### src/inc/ssr_pkg.sv
package ssr_pkg;
  // ---------------------------------------------------------------
  // timebase
  // ---------------------------------------------------------------
  localparam int CLK_PERIOD_PS = 8000;
  localparam int US_PS         = 1000000;
  localparam int US_CYC        = US_PS / CLK_PERIOD_PS;
  // ---------------------------------------------------------------
  // worst-case response bounds, microseconds and clock cycles
  // ---------------------------------------------------------------
  localparam int MAX_RESP_US   = 10000;
  localparam int STO_RESP_US   = 3275;
  localparam int SS2_RESP_US   = 4075;
  localparam int SOS_RESP_US   = 3075;
  localparam int SLS_RESP_US   = 4275;
  localparam int RING_RESP_US  = 3275;
  localparam int STO_RESP_CYC  = STO_RESP_US * US_CYC;
  localparam int MAX_RESP_CYC  = MAX_RESP_US * US_CYC;
  // ---------------------------------------------------------------
  // register map, byte addresses
  // ---------------------------------------------------------------
  localparam logic [7:0] A_CTRL     = 8'h00;
  localparam logic [7:0] A_STO_DLY  = 8'h04;
  localparam logic [7:0] A_SS2_DLY  = 8'h08;
  localparam logic [7:0] A_VEL_FILT = 8'h0C;
  localparam logic [7:0] A_STATUS   = 8'h10;
  localparam logic [7:0] A_IRQ_STAT = 8'h14;
  localparam logic [7:0] A_IRQ_MASK = 8'h18;
  localparam int         CTRL_ACK   = 0;
  // event bits of status and mask
  localparam int EV_TRIP = 0;
  localparam int EV_STOP = 1;
  localparam int EV_SOS  = 2;
  localparam int EV_SLS  = 3;
  localparam int EV_ENC  = 4;
  localparam int EV_RING = 5;
  localparam int EV_N    = 6;
  localparam logic [15:0] DLY_RST = 16'h0000;
  localparam logic [1:0]  RESP_OK     = 2'h0;
  localparam logic [1:0]  RESP_SLVERR = 2'h2;
endpackage

### src/core/ssr_core.sv
// Overview of operation
// - any stop safe within ten ms plus delay
// - immediate torque off well inside 3275 us
// - delayed stop one safe within 3275 plus delay
// - delayed stop two within 4075 plus delay
// - operating stop violation answered within 3075 us
// - limited speed request bounded by larger sum
// - overspeed answered within 4275 plus filter
// - moving encoder failure answered within 3075 us
// - each ring drive adds at most 3275 us
// - time counted from request to safe state
// - monitors act only on dangerous condition
// - axis functions use per-axis monitor inputs
// - zero delay immediate, nonzero delayed stop one
// - delay expiry puts all axes torque off
// - any axis violation trips all axes
// - fail-safe keeps inhibit on, output low
`timescale 1ns/1ps
`default_nettype none
module ssr_core #(
  parameter int NAX   = 4,
  parameter int DLY_W = 16
) (
  input  wire logic             i_clk,
  input  wire logic             i_rst,
  input  wire logic             i_run_enable,
  input  wire logic [NAX-1:0]   i_ss2_request,
  input  wire logic [NAX-1:0]   i_sos_select,
  input  wire logic [NAX-1:0]   i_sos_violation,
  input  wire logic [NAX-1:0]   i_sls_select,
  input  wire logic [NAX-1:0]   i_overspeed,
  input  wire logic [NAX-1:0]   i_encoder_fail,
  input  wire logic             i_ring_ok,
  output logic                  o_pulse_inhibit,
  output logic                  o_safe_out,
  output logic                  o_ring_ok,
  output logic                  o_irq,
  input  wire logic [7:0]       s_axi_awaddr,
  input  wire logic             s_axi_awvalid,
  output logic                  s_axi_awready,
  input  wire logic [31:0]      s_axi_wdata,
  input  wire logic [3:0]       s_axi_wstrb,
  input  wire logic             s_axi_wvalid,
  output logic                  s_axi_wready,
  output logic [1:0]            s_axi_bresp,
  output logic                  s_axi_bvalid,
  input  wire logic             s_axi_bready,
  input  wire logic [7:0]       s_axi_araddr,
  input  wire logic             s_axi_arvalid,
  output logic                  s_axi_arready,
  output logic [31:0]           s_axi_rdata,
  output logic [1:0]            s_axi_rresp,
  output logic                  s_axi_rvalid,
  input  wire logic             s_axi_rready
);
  localparam int SW = 6 * NAX + 2;

  initial begin
    if (NAX < 1 || DLY_W < 1 || DLY_W > 32)
      $error("ssr_core: unsupported NAX or DLY_W");
  end

  // ---------------------------------------------------------------
  // input synchronisers
  // ---------------------------------------------------------------
  logic [SW-1:0] pin_raw;
  logic [SW-1:0] sync_a;
  logic [SW-1:0] sync_b;
  assign pin_raw = {i_run_enable, i_ring_ok, i_ss2_request, i_sos_select,
                    i_sos_violation, i_sls_select, i_overspeed,
                    i_encoder_fail};
  always_ff @(posedge i_clk) begin
    if (i_rst) begin
      sync_a <= '0;
      sync_b <= '0;
    end else begin
      sync_a <= pin_raw;
      sync_b <= sync_a;
    end
  end

  logic           run_s;
  logic           ring_s;
  logic [NAX-1:0] ss2_s, sos_sel_s, sos_viol_s, sls_s, ovs_s, enc_s;
  assign {run_s, ring_s, ss2_s, sos_sel_s, sos_viol_s, sls_s, ovs_s,
          enc_s} = sync_b;

  // ---------------------------------------------------------------
  // microsecond timebase and delay timers
  // ---------------------------------------------------------------
  logic             us_tick;
  logic [DLY_W-1:0] sto_dly, ss2_dly, vel_filt;
  logic             ss1_run, ss1_done, ss2_run, ss2_done;
  logic             sls_run, sls_done;

  ssr_timebase u_tb (
    .i_clk  (i_clk),
    .i_rst  (i_rst),
    .o_tick (us_tick)
  );

  assign ss1_run = !run_s && (sto_dly != '0);
  assign ss2_run = |ss2_s;
  assign sls_run = |(sls_s & ovs_s);

  ssr_us_timer #(.W(DLY_W)) u_ss1 (
    .i_clk   (i_clk),
    .i_rst   (i_rst),
    .i_tick  (us_tick),
    .i_run   (ss1_run),
    .i_limit (sto_dly),
    .o_done  (ss1_done)
  );
  ssr_us_timer #(.W(DLY_W)) u_ss2 (
    .i_clk   (i_clk),
    .i_rst   (i_rst),
    .i_tick  (us_tick),
    .i_run   (ss2_run),
    .i_limit (ss2_dly),
    .o_done  (ss2_done)
  );
  ssr_us_timer #(.W(DLY_W)) u_sls (
    .i_clk   (i_clk),
    .i_rst   (i_rst),
    .i_tick  (us_tick),
    .i_run   (sls_run),
    .i_limit (vel_filt),
    .o_done  (sls_done)
  );

  // ---------------------------------------------------------------
  // trip decision
  // ---------------------------------------------------------------
  logic           sos_act;
  logic           stop_now, sos_now, enc_now, ring_now, trip_now;
  logic           trip, next_trip, ack;
  logic [NAX-1:0] sos_axis;
  assign sos_axis = sos_sel_s | (ss2_done ? ss2_s : '0);
  assign sos_act  = |sos_axis;
  assign stop_now = (!run_s && sto_dly == '0) || ss1_done;
  assign sos_now  = |(sos_axis & sos_viol_s);
  assign enc_now  = |enc_s;
  assign ring_now = !ring_s;
  assign trip_now = stop_now || sos_now || sls_done
                    || enc_now || ring_now;

  // restart only by acknowledge once every cause is gone
  always_comb begin
    next_trip = trip;
    if (trip_now) next_trip = 1'b1;
    else if (ack) next_trip = 1'b0;
  end

  always_ff @(posedge i_clk) begin
    if (i_rst) trip <= 1'b1;
    else       trip <= next_trip;
  end

  assign o_pulse_inhibit = trip;
  assign o_safe_out      = !trip;
  assign o_ring_ok       = !trip;

  // ---------------------------------------------------------------
  // register file and interrupt
  // ---------------------------------------------------------------
  logic [ssr_pkg::EV_N-1:0] ev, irq_stat, irq_mask, next_stat, next_mask;
  logic [DLY_W-1:0] next_sto, next_ss2, next_filt;
  logic             aw_hold, w_hold, next_aw_hold, next_w_hold;
  logic [7:0]       aw_addr, next_aw_addr;
  logic [31:0]      w_data, next_w_data;
  logic [3:0]       w_strb, next_w_strb;
  logic             do_wr, next_bvalid, next_rvalid;
  logic [1:0]       next_bresp, next_rresp;
  logic [31:0]      next_rdata;
  logic             next_ack;

  assign ev = {ring_now, enc_now, sls_done, sos_now, !run_s, next_trip};

  function automatic logic mapped(input logic [7:0] a);
    mapped = a inside {ssr_pkg::A_CTRL, ssr_pkg::A_STO_DLY,
                       ssr_pkg::A_SS2_DLY, ssr_pkg::A_VEL_FILT,
                       ssr_pkg::A_STATUS, ssr_pkg::A_IRQ_STAT,
                       ssr_pkg::A_IRQ_MASK};
  endfunction

  assign s_axi_awready = !aw_hold && !s_axi_bvalid;
  assign s_axi_wready  = !w_hold && !s_axi_bvalid;
  assign s_axi_arready = !s_axi_rvalid;
  assign do_wr         = aw_hold && w_hold && !s_axi_bvalid;

  always_comb begin
    next_aw_hold = aw_hold;
    next_aw_addr = aw_addr;
    next_w_hold  = w_hold;
    next_w_data  = w_data;
    next_w_strb  = w_strb;
    next_bvalid  = s_axi_bvalid && !s_axi_bready;
    next_bresp   = s_axi_bresp;
    next_sto     = sto_dly;
    next_ss2     = ss2_dly;
    next_filt    = vel_filt;
    next_mask    = irq_mask;
    next_stat    = irq_stat;
    next_ack     = 1'b0;
    if (s_axi_awvalid && s_axi_awready) begin
      next_aw_hold = 1'b1;
      next_aw_addr = s_axi_awaddr;
    end
    if (s_axi_wvalid && s_axi_wready) begin
      next_w_hold = 1'b1;
      next_w_data = s_axi_wdata;
      next_w_strb = s_axi_wstrb;
    end
    if (do_wr) begin
      next_aw_hold = 1'b0;
      next_w_hold  = 1'b0;
      next_bvalid  = 1'b1;
      next_bresp   = mapped(aw_addr) ? ssr_pkg::RESP_OK
                                     : ssr_pkg::RESP_SLVERR;
      if (w_strb[0]) begin
        case (aw_addr)
          ssr_pkg::A_CTRL:     next_ack = w_data[ssr_pkg::CTRL_ACK];
          ssr_pkg::A_STO_DLY:  next_sto = w_data[DLY_W-1:0];
          ssr_pkg::A_SS2_DLY:  next_ss2 = w_data[DLY_W-1:0];
          ssr_pkg::A_VEL_FILT: next_filt = w_data[DLY_W-1:0];
          ssr_pkg::A_IRQ_STAT: next_stat = irq_stat
                                           & ~w_data[ssr_pkg::EV_N-1:0];
          ssr_pkg::A_IRQ_MASK: next_mask = w_data[ssr_pkg::EV_N-1:0];
          default:             next_ack = 1'b0;
        endcase
      end
    end
    next_stat = next_stat | ev;   // set wins over clear
  end

  // read answer registered, one cycle after the address is taken
  always_comb begin
    next_rvalid = s_axi_rvalid && !s_axi_rready;
    next_rdata  = s_axi_rdata;
    next_rresp  = s_axi_rresp;
    if (s_axi_arvalid && s_axi_arready) begin
      next_rvalid = 1'b1;
      next_rresp  = mapped(s_axi_araddr) ? ssr_pkg::RESP_OK
                                         : ssr_pkg::RESP_SLVERR;
      case (s_axi_araddr)
        ssr_pkg::A_STO_DLY:  next_rdata = 32'(sto_dly);
        ssr_pkg::A_SS2_DLY:  next_rdata = 32'(ss2_dly);
        ssr_pkg::A_VEL_FILT: next_rdata = 32'(vel_filt);
        ssr_pkg::A_STATUS:   next_rdata = {27'h0, sos_act, ss2_done,
                                           ss1_run, !trip, trip};
        ssr_pkg::A_IRQ_STAT: next_rdata = 32'(irq_stat);
        ssr_pkg::A_IRQ_MASK: next_rdata = 32'(irq_mask);
        default:             next_rdata = 32'h0000_0000;
      endcase
    end
  end

  always_ff @(posedge i_clk) begin
    if (i_rst) begin
      aw_hold      <= 1'b0;
      aw_addr      <= 8'h00;
      w_hold       <= 1'b0;
      w_data       <= 32'h0000_0000;
      w_strb       <= 4'h0;
      s_axi_bvalid <= 1'b0;
      s_axi_bresp  <= ssr_pkg::RESP_OK;
      s_axi_rvalid <= 1'b0;
      s_axi_rdata  <= 32'h0000_0000;
      s_axi_rresp  <= ssr_pkg::RESP_OK;
      sto_dly      <= DLY_W'(ssr_pkg::DLY_RST);
      ss2_dly      <= DLY_W'(ssr_pkg::DLY_RST);
      vel_filt     <= DLY_W'(ssr_pkg::DLY_RST);
      irq_stat     <= '0;
      irq_mask     <= '0;
      ack          <= 1'b0;
      o_irq        <= 1'b0;
    end else begin
      aw_hold      <= next_aw_hold;
      aw_addr      <= next_aw_addr;
      w_hold       <= next_w_hold;
      w_data       <= next_w_data;
      w_strb       <= next_w_strb;
      s_axi_bvalid <= next_bvalid;
      s_axi_bresp  <= next_bresp;
      s_axi_rvalid <= next_rvalid;
      s_axi_rdata  <= next_rdata;
      s_axi_rresp  <= next_rresp;
      sto_dly      <= next_sto;
      ss2_dly      <= next_ss2;
      vel_filt     <= next_filt;
      irq_stat     <= next_stat;
      irq_mask     <= next_mask;
      ack          <= next_ack;
      o_irq        <= |(next_stat & next_mask);
    end
  end

  // ---------------------------------------------------------------
  // checks
  // ---------------------------------------------------------------
  localparam int STO_LIM = ssr_pkg::STO_RESP_CYC;
  localparam int MAX_LIM = ssr_pkg::MAX_RESP_CYC;
  logic [31:0] wait_cyc;
  always_ff @(posedge i_clk) begin
    if (i_rst || trip) wait_cyc <= '0;
    else if (!run_s)   wait_cyc <= wait_cyc + 1'b1;
  end

  property p_sto_now;
    @(posedge i_clk) disable iff (i_rst)
      $fell(run_s) && sto_dly == '0 |=> trip;
  endproperty
  a_sto_now: assert property (p_sto_now) else $error("stop late");
  property p_sto_bound;
    @(posedge i_clk) disable iff (i_rst)
      sto_dly == '0 |-> wait_cyc < STO_LIM;
  endproperty
  a_sto_bound: assert property (p_sto_bound) else $error("stop bound");
  property p_max_bound;
    @(posedge i_clk) disable iff (i_rst)
      wait_cyc < MAX_LIM + 32'(sto_dly) * ssr_pkg::US_CYC + 2;
  endproperty
  a_max_bound: assert property (p_max_bound) else $error("10ms bound");
  property p_ss1_exp;
    @(posedge i_clk) disable iff (i_rst)
      $rose(ss1_done) |=> trip && o_pulse_inhibit;
  endproperty
  a_ss1_exp: assert property (p_ss1_exp) else $error("ss1 expiry");
  property p_sos;
    @(posedge i_clk) disable iff (i_rst)
      |(sos_sel_s & sos_viol_s) |=> trip ##0 !o_safe_out;
  endproperty
  a_sos: assert property (p_sos) else $error("sos violation");
  property p_ss2;
    @(posedge i_clk) disable iff (i_rst)
      ss2_done && |(ss2_s & sos_viol_s) |=> trip;
  endproperty
  a_ss2: assert property (p_ss2) else $error("ss2 violation");
  property p_sls;
    @(posedge i_clk) disable iff (i_rst)
      sls_done |=> o_pulse_inhibit;
  endproperty
  a_sls: assert property (p_sls) else $error("overspeed");
  property p_enc;
    @(posedge i_clk) disable iff (i_rst)
      enc_now |=> trip ##1 trip;
  endproperty
  a_enc: assert property (p_enc) else $error("encoder fail");
  property p_ring;
    @(posedge i_clk) disable iff (i_rst)
      !ring_s |=> !o_ring_ok;
  endproperty
  a_ring: assert property (p_ring) else $error("ring pass");
  property p_no_false;
    @(posedge i_clk) disable iff (i_rst)
      $rose(trip) |-> $past(trip_now);
  endproperty
  a_no_false: assert property (p_no_false) else $error("false trip");
  property p_safe;
    @(posedge i_clk) disable iff (i_rst)
      trip |-> o_pulse_inhibit && !o_safe_out;
  endproperty
  a_safe: assert property (p_safe) else $error("unsafe output");
  property p_tick;
    @(posedge i_clk) disable iff (i_rst)
      us_tick |=> (!us_tick)[*8];
  endproperty
  a_tick: assert property (p_tick) else $error("timebase");

  c_ss1: cover property (@(posedge i_clk) disable iff (i_rst)
    $rose(ss1_done));
  c_sls: cover property (@(posedge i_clk) disable iff (i_rst)
    $rose(sls_done));
  c_clear: cover property (@(posedge i_clk) disable iff (i_rst)
    $fell(trip));
endmodule
`default_nettype wire

### src/core/ssr_timebase.sv
`timescale 1ns/1ps
`default_nettype none
module ssr_timebase #(
  parameter int DIV = ssr_pkg::US_CYC
) (
  input  wire logic i_clk,
  input  wire logic i_rst,
  output logic      o_tick
);
  localparam int CW = $clog2(DIV);
  logic [CW-1:0] cnt;
  logic [CW-1:0] next_cnt;
  logic          next_tick;

  initial begin
    if (DIV < 2) $error("ssr_timebase: DIV must be at least 2");
  end

  always_comb begin
    next_tick = (cnt == CW'(DIV - 1));
    next_cnt  = next_tick ? '0 : cnt + 1'b1;
  end

  always_ff @(posedge i_clk) begin
    if (i_rst) begin
      cnt    <= '0;
      o_tick <= 1'b0;
    end else begin
      cnt    <= next_cnt;
      o_tick <= next_tick;
    end
  end
endmodule
`default_nettype wire

### src/core/ssr_us_timer.sv
`timescale 1ns/1ps
`default_nettype none
module ssr_us_timer #(
  parameter int W = 16
) (
  input  wire logic         i_clk,
  input  wire logic         i_rst,
  input  wire logic         i_tick,
  input  wire logic         i_run,
  input  wire logic [W-1:0] i_limit,
  output logic              o_done
);
  logic [W-1:0] cnt;
  logic [W-1:0] next_cnt;
  logic         next_done;

  initial begin
    if (W < 1) $error("ssr_us_timer: W must be positive");
  end

  // counts whole microseconds while run holds, done stays until run drops
  always_comb begin
    next_cnt  = cnt;
    next_done = 1'b0;
    if (i_run) begin
      next_done = (cnt >= i_limit);
      if (i_tick && !next_done) next_cnt = cnt + 1'b1;
    end else begin
      next_cnt = '0;
    end
  end

  always_ff @(posedge i_clk) begin
    if (i_rst) begin
      cnt    <= '0;
      o_done <= 1'b0;
    end else begin
      cnt    <= next_cnt;
      o_done <= next_done;
    end
  end
endmodule
`default_nettype wire

### config.mk
export PLATFORM = sky130hd
export DESIGN_NAME = ssr_core
export DESIGN_NICKNAME = d
export VERILOG_FILES = /design/src/inc/ssr_pkg.sv /design/src/core/ssr_core.sv /design/src/core/ssr_timebase.sv /design/src/core/ssr_us_timer.sv
export SDC_FILE = /design/constraint.sdc
export NUM_CORES = 1
export LEC_CHECK = 0
export ABC_AREA = 1
export BUFFER_PORTS_ARGS = -buffer_cell sky130_fd_sc_hd__buf_2
export CAP_MARGIN = 15
export CORE_ASPECT_RATIO = 0.8
export CORE_MARGIN = 10
export CORE_UTILIZATION = 40
export CTS_CLUSTER_DIAMETER = 60
export CTS_CLUSTER_SIZE = 28
export DETAILED_ROUTE_END_ITERATION = 7
export MAX_ROUTING_LAYER = met4
export PLACE_DENSITY = 0.57
export SYNTH_ARGS = -nofsm -noshare
export SYNTH_HDL_FRONTEND = slang
export SYNTH_SLANG_ARGS = --single-unit
### constraint.sdc
create_clock -name i_clk -period 2 [get_ports i_clk]
set_input_delay 0.4 -clock i_clk [delete_from_list [all_inputs] [get_ports i_clk]]
set_output_delay 0.4 -clock i_clk [all_outputs]
set_load 0.02 [all_outputs]
==> flow_summary_export.csv, run 1 <==
group,metric,value,unit
worst_hold_path,hold_path.class,"primary input to flop",
floorplanning,die_y,167.0,um
drt,firstDrtPassIters,5,
synthesis,synth_edf_count,0,
clock_network,cts_tree,"yes",
synthesis,synth-simple-area-share,25.10,%
floorplanning,ioPinCount,130,
clock_network,cts_max_path_buffers,3,
global_routing,grt_use_total,17.58,%
floorplanning,core-area,26460,sq um
clock_network,cts_htree_levels,1,
placed_design,place_hpwl,22370,um
layout,drive_gt1_share,14.05,%
global_routing,antenna_found_initial,0,
synthesis,synth_area_per_cell,7.256,sq um
setup_path,critical_path_class,"flop to flop",
synthesis,synth-main-ff-cell,"dfxtp_1",
drt,drt-total-wl,29850,um
pwr,cellPowerDensity,742.8,nW/um^2
drt,drc_errors,0,
drt,avgViaCountPerCell,4.988,
clock_network,root_buffer,"clkbuf_16",
setup_path,cp.arrival,2.24,ns
layout,area_growth,17.21,%
status,status,"complete, no violations",
placed_design,port-buffer-count,92,
sta,max-slew-margin-rel,52.57,%
drt,wire_per_inst,15.13,um
pwr,power.leakage,5.535,nW
floorplanning,die_area,34020,sq um
layout,regArea,4427,sq um
setup_path,critPathLaunchType,"flop",
sta,finalCritPeriodShare,92.12,%
clock_network,cts_setup_buffers,0,
drt,drtIter0Drc,718,
synthesis,synth_top_family_by_area,"simple AND/OR/NAND/NOR gates",
layout,fin_cells,1973,
synthesis,yosysUniqueCellTypes,46,
sta,rsz0062_at_grt,"no",
sta,clock_skew,0.02214,ns
setup_path,reg2reg_slack,0.16,ns
sta,hold_viol_final,0,
synthesis,ys_ff_latch,221,
sta,min_period,1.842,ns
floorplanning,initial_core_util,40.83,%
drt,drtAntennaViolNets,0,
floorplanning,die_x,203.7,um
floorplanning,rows,53,
layout,fillers,2676,
global_routing,grt_pass1_vias,9239,
synthesis,synthAdderAreaFrac,6.138,%
layout,multiInputGateArea,5308,sq um
setup_path,cp_max_fo,10,
layout,antenna_cells,0,
synthesis,netlist_area,10800,sq um
synthesis,yosys_warnings,0,
clock_network,insertion_delay,0.52,ns
pwr,irDropWorstVdd,0.5346,mV
placed_design,dp_cells,1940,
synthesis,synth_xor_area_share,2.594,%
clock_network,clk_pin_slew_worst_paths,0.10,ns
sta,setup_viol,0,
global_routing,grt_pass1_wl,48380,um
clock_network,cts_buffers,18,
layout,nets,1742,
placed_design,place_congestion,0.8813,
placed_design,place_area,11890,sq um
sta,fmax,542.8,MHz
setup_path,worstSetupEndpointType,"flop",
clock_network,clkSinkCount,221,
setup_path,crit_path_start,"sto_dly[11]$_SDFFE_PP0P_",
synthesis,synthCells,1489,
sta,tightest_slew,0.7105,ns
synthesis,ys_async_sr_fraction,0,%
synthesis,synthMuxAreaShare,0,%
setup_path,cp.required,2.39,ns
worst_hold_path,hold_start,"i_ss2_request[2]",
run,cap_violations,0,
synthesis,synth_compound_area_share,14.22,%
setup_path,regToRegStartpoint,"sto_dly[11]$_SDFFE_PP0P_",
sta,tns,0,ns
synthesis,ys_seq_area_share,40.95,%
global_routing,globalRoute.totalOverflow,0,
global_routing,grt_max_degree,56,
layout,final_area,12660,sq um
drt,num_vias,9841,
sta,finalMaxSlewViolations,0,
-- cell usage in the layout (no fill, tap or decap), types with 3 or more instances in the layout --
cell / instances
nor3b_1: 3
inv_16: 5
dfxtp_1: 219
nor2_1: 169
nand3_1: 54
buf_4: 52
nor3_2: 3
conb_1: 18
xnor2_1: 7
nor2_2: 4
o21a_1: 3
o21ai_0: 50
a31oi_1: 4
nand2_1: 262
clkinv_8: 4
nand4_1: 67
inv_1: 200
inv_2: 13
ha_1: 53
clkbuf_16: 19
nand3_2: 5
a21oi_1: 154
nor3_4: 3
buf_2: 92
buf_12: 5
nor3_1: 22
xor2_1: 25
nand2_2: 6
o22ai_1: 11
o211ai_1: 3
a21o_1: 6
o21bai_1: 3
o21ai_1: 43
-- logic make-up after synthesis --
kind of cell    after synthesis
fa+ha+maj                    53
other cells                   1
xor+xnor                     32
flops                       221
simple gates                608
compound gates              287
buf+inv                     287
-- report_power, final --
group	switching (mW)	total (mW)	internal (mW)
Sequential	0.116	4.64	4.53
Clock	2.17	4.17	2.00
Combinational	0.391	0.593	0.203
-- cells in the mapped netlist (2+ instances only) --
| cell type | instances | area share (%) |
|---|---|---|
| a21o_1 | 6 | 0.42 |
| nor3_4 | 3 | 0.45 |
| nand4_2 | 2 | 0.23 |
| o21bai_1 | 3 | 0.21 |
| inv_1 | 202 | 7.0 |
| buf_6 | 2 | 0.21 |
| clkinv_1 | 2 | 0.070 |
| inv_2 | 11 | 0.38 |
| o21ai_0 | 50 | 2.3 |
| nand3_2 | 4 | 0.37 |
| buf_4 | 21 | 1.5 |
| xor2_1 | 25 | 2.0 |
| a31oi_1 | 4 | 0.23 |
| nand2_2 | 3 | 0.17 |
| clkbuf_1 | 35 | 1.2 |
| buf_1 | 3 | 0.10 |
| o211a_1 | 2 | 0.19 |
| a211oi_1 | 2 | 0.14 |
| o22ai_1 | 11 | 0.64 |
| nor3b_1 | 3 | 0.21 |
| nand4_1 | 67 | 3.9 |
| nor2_4 | 2 | 0.21 |
| a21oi_1 | 154 | 7.1 |
| nand3_1 | 55 | 2.5 |
| o21a_1 | 3 | 0.21 |
| nor3_1 | 25 | 1.2 |
| dfxtp_1 | 221 | 41 |
| nor4_1 | 2 | 0.12 |
| buf_2 | 11 | 0.51 |
| o21ai_1 | 43 | 2.0 |
| ha_1 | 53 | 6.1 |
| nor2_1 | 169 | 5.9 |
| nor2_2 | 4 | 0.23 |
| xnor2_1 | 7 | 0.57 |
| a21oi_2 | 2 | 0.16 |
| o211ai_1 | 3 | 0.21 |
| nand2_1 | 265 | 9.2 |
-- metrics by stage --
stage / setup WS [ns] / hold WS, ns / utilization (%) / power, mW
after floorplan: 0.2946 / 0.3883 / - / 5.098
after global placement: 0.1709 / 0.3916 / 44.93 / 5.328
after detailed placement: 0.1043 / 0.3931 / 44.93 / 5.334
after CTS: 0.09026 / 0.05260 / 47.67 / 9.527
after global routing: 0.006544 / 0.06220 / 47.86 / 9.776
final: 0.1576 / 0.07537 / 47.86 / 9.406
-- critical path, stage by stage, from the launching register on --
cell and delay (ns):
dfxtp_1 0.32, inv_1 0.10, ha_1 0.32, nand2_1 0.06, inv_2 0.06, nand3_2 0.07, nor3_4 0.24, nand2_2 0.17
buf_4 0.21, nand4_1 0.10, a21oi_1 0.06
-- sequential cells by signal, indices dropped and copies added (netlist names), 6 cells and up --
signal / count
vel_filt: 16
s_axi_rdata: 16
ss2_dly: 16
aw_addr: 8
u_sls.cnt: 16
u_tb.cnt: 7
sync_b: 26
u_ss1.cnt: 16
irq_mask: 6
w_data: 16
u_ss2.cnt: 16
sync_a: 26
irq_stat: 6
sto_dly: 16
-- path summary, 6_finish.rpt --
check / end / cells after the start
worst max-delay path: u_ss1.cnt[8]$_SDFFE_PP0P_ / 10
worst min-delay path: sync_a[22]$_SDFF_PP0_ / 3
worst max register to register: u_ss1.cnt[8]$_SDFFE_PP0P_ / 10
worst min register to register: sync_b[3]$_SDFF_PP0_ / 2
-- area by class of cell --
cell class | instances | share of cell area, %
clock inverters | 13 | 1.966
repair buffers | 149 | 7.509
multi-input cells | 999 | 41.91
inverters | 215 | 6.373
flip-flops and latches | 221 | 34.96
well taps | 357 | 3.527
clock buffers | 19 | 3.755
-- metal layers --
metal	global-route usage, %	vias to the layer above	share of wire, %	wire, um
met5	-	-	0	0
met3	2.249	30	4.8	1445
li1	-	5076	-	-
met4	3.400	0	1.7	499
met2	25.99	235	42	12610
met1	25.07	4500	51	15300
-- timing repair --
action,CTS,global route
gates resized for setup,0,11
setup endpoints to repair,0,29
hold buffers,0,0
Power figures use the tool's default switching activity.
==> run 2: changes to the inputs <==
--- a/config.mk
+++ b/config.mk
@@ -8,14 +8,16 @@
 export ABC_AREA = 1
 export BUFFER_PORTS_ARGS = -buffer_cell sky130_fd_sc_hd__buf_2
 export CAP_MARGIN = 15
-export CORE_ASPECT_RATIO = 0.8
+export CORE_ASPECT_RATIO = 1.4
 export CORE_MARGIN = 10
 export CORE_UTILIZATION = 40
 export CTS_CLUSTER_DIAMETER = 60
 export CTS_CLUSTER_SIZE = 28
 export DETAILED_ROUTE_END_ITERATION = 7
+export GPL_TIMING_DRIVEN = 0
 export MAX_ROUTING_LAYER = met4
 export PLACE_DENSITY = 0.57
+export SLEW_MARGIN = 20
 export SYNTH_ARGS = -nofsm -noshare
 export SYNTH_HDL_FRONTEND = slang
 export SYNTH_SLANG_ARGS = --single-unit
==> flow_summary_export.csv, run 2 (same netlist as run 1, synthesis figures left out) <==
group,metric,value,unit
setup_path,cp.arrival,2.34,ns
layout,final_common_cell,"nand2_1",
pwr,power.leakage,5.535,nW
status,status,"complete, no violations",
drt,drt-total-wl,32180,um
drt,drtIter0Drc,601,
sta,hold_viol_final,0,
clock_network,cts_max_path_buffers,3,
sta,rsz0062_at_grt,"yes",
drt,wire_per_inst,15.96,um
layout,top_regs,"sync_a x26, sync_b x26",
placed_design,port-buffer-count,92,
floorplanning,die_x,158.9,um
sta,clock_skew,0.02081,ns
sta,fmax,524.9,MHz
placed_design,dp_cells,1963,
global_routing,globalRoute.totalOverflow,0,
global_routing,grt_pass1_vias,9407,
setup_path,critPathLaunchType,"flop",
setup_path,worstSetupEndpointType,"flop",
layout,fin_cells,2016,
global_routing,grt_pass1_wl,50040,um
floorplanning,ioPinCount,130,
setup_path,reg2reg_slack,0.1,ns
sta,tightest_slew,0.9108,ns
placed_design,place_congestion,0.9357,
clock_network,cts_htree_levels,1,
layout,nets,1779,
clock_network,cts_tree,"yes",
drt,num_vias,9948,
worst_hold_path,whs_path_depth,3,
layout,area_growth,17.92,%
clock_network,clkSinkCount,221,
pwr,irDropWorstVdd,0.7774,mV
setup_path,cp.required,2.44,ns
layout,drive_gt1_share,15.51,%
sta,max-slew-margin-rel,39.28,%
global_routing,grt_max_degree,29,
sta,finalMaxSlewViolations,0,
floorplanning,die_y,214.5,um
clock_network,insertion_delay,0.52,ns
sta,finalCritPeriodShare,95.25,%
drt,avgViaCountPerCell,4.935,
layout,multiInputGateArea,5369,sq um
placed_design,place_hpwl,24800,um
floorplanning,rows,71,
sta,setup_viol,0,
clock_network,hold_buffers,0,
drt,firstDrtPassIters,6,
run,cap_violations,0,
layout,mostFrequentLayoutCells,"nand2_1, dfxtp_1, inv_1",
worst_hold_path,hold_start,"i_sos_violation[1]",
setup_path,rr_endpoint,"u_sls.cnt[11]$_SDFFE_PP0P_",
layout,fin_util,47.64,%
layout,antenna_cells,0,
global_routing,antenna_found_initial,0,
clock_network,cts_buffers,17,
setup_path,cp_max_fo,10,
sta,layout_setup_ws,0.09503,ns
setup_path,critical_path_class,"flop to flop",
worst_hold_path,holdPathEnd,"sync_a[13]$_SDFF_PP0_",
drt,drc_errors,0,
layout,regArea,4443,sq um
clock_network,clk_pin_slew_worst_paths,0.11,ns
layout,fillers,2747,
clock_network,root_buffer,"clkbuf_16",
setup_path,regToRegStartpoint,"vel_filt[15]$_SDFFE_PP0P_",
setup_path,reg2reg_depth,9,
placed_design,pre_cts_ws,-0.1727,ns
sta,min_period,1.905,ns
worst_hold_path,hold_path.class,"primary input to flop",
drt,drtAntennaViolNets,0,
floorplanning,die_area,34080,sq um
global_routing,grt_use_total,18.50,%
pwr,cellPowerDensity,707.4,nW/um^2
floorplanning,initial_core_util,40.41,%
floorplanning,core-area,26740,sq um
==> run 2: cell count changes in the layout (fill, tap and decap cells not counted), sizes merged <==
cell | before | now
buf | 149 | 156
clkbuf | 19 | 49
clkinv | 8 | 9
nand4 | 71 | 70
inv | 219 | 217
==> run 2: where the power goes <==
| group | total (mW) | leakage, nW | switching [mW] | internal (mW) |
|---|---|---|---|---|
| clock network | 3.74 | 0.294 | 2.00 | 1.75 |
| registers | 4.64 | 1.81 | 0.110 | 4.53 |
| logic | 0.633 | 3.43 | 0.414 | 0.219 |
==> run 2: routing by layer <==
metal	wire length (um)	global-route usage (%)
met5	0	-
met4	1081	6.563
met3	1190	2.055
met2	15850	32.21
met1	14060	21.58
==> run 2: worst max path at each step <==
| stage | depth (start not counted) | end | slack, ns | startpoint |
|---|---|---|---|---|
| 6_report | 9 | u_sls.cnt[11]$_SDFFE_PP0P_ | 0.1 | vel_filt[15]$_SDFFE_PP0P_ |
| 5_1_grt | 9 | u_sls.cnt[13]$_SDFFE_PP0P_ | -0.02 | vel_filt[15]$_SDFFE_PP0P_ |
| 3_5_place_dp | 6 | s_axi_rdata[7]$_SDFFE_PP0P_ | -0.17 | s_axi_arvalid |
| 4_1_cts | 11 | u_ss1.cnt[7]$_SDFFE_PP0P_ | -0.03 | sto_dly[11]$_SDFFE_PP0P_ |
| 2_1_floorplan | 9 | u_ss1.cnt[10]$_SDFFE_PP0P_ | 0.29 | sto_dly[15]$_SDFFE_PP0P_ |
| 3_3_place_gp | 6 | s_axi_rdata[7]$_SDFFE_PP0P_ | -0.18 | s_axi_arvalid |
==> run 2: metrics by stage <==
step           instance area [sq um]  total power, mW  hold WS (ns)  setup TNS, ns
3_5_place_dp                   11790            5.360        0.3928         -3.077
3_3_place_gp                   11790            5.353        0.3927         -3.412
6_report                       12740            9.012       0.07013              0
4_1_cts                        12470            9.087       0.06014       -0.07627
2_1_floorplan                  10870            5.098        0.3883              0
5_1_grt                        12740            9.329       0.08177        -0.1343
==> run 2: repair_timing <==
action	CTS	global route
gates resized for setup	13	48
gates cloned	0	1
endpoints found under the setup margin	45	45
pin swaps	1	11
hold endpoints to repair	0	0
setup buffers	4	20
==> run 2: layout make-up <==
cell class                      count  share of cell area (%)
Buffer                             71                   3.064
Inverter                          215                   6.364
Clock inverter                     12                   1.483
Multi-Input combinational cell    998                   42.14
Sequential cell                   221                   34.88
Clock buffer                       17                   3.339
Tap cell                          365                   3.585
Timing Repair Buffer              117                   5.146
==> run 2: worst max-delay path: stages, from the launching register on <==
cell and delay, ns:
dfxtp_1 0.31, inv_1 0.15, ha_1 0.28, nand2_1 0.16, o21bai_1 0.15, nand3_2 0.15
a21oi_4 0.18, buf_4 0.20, nand4_1 0.09, a21oi_1 0.16
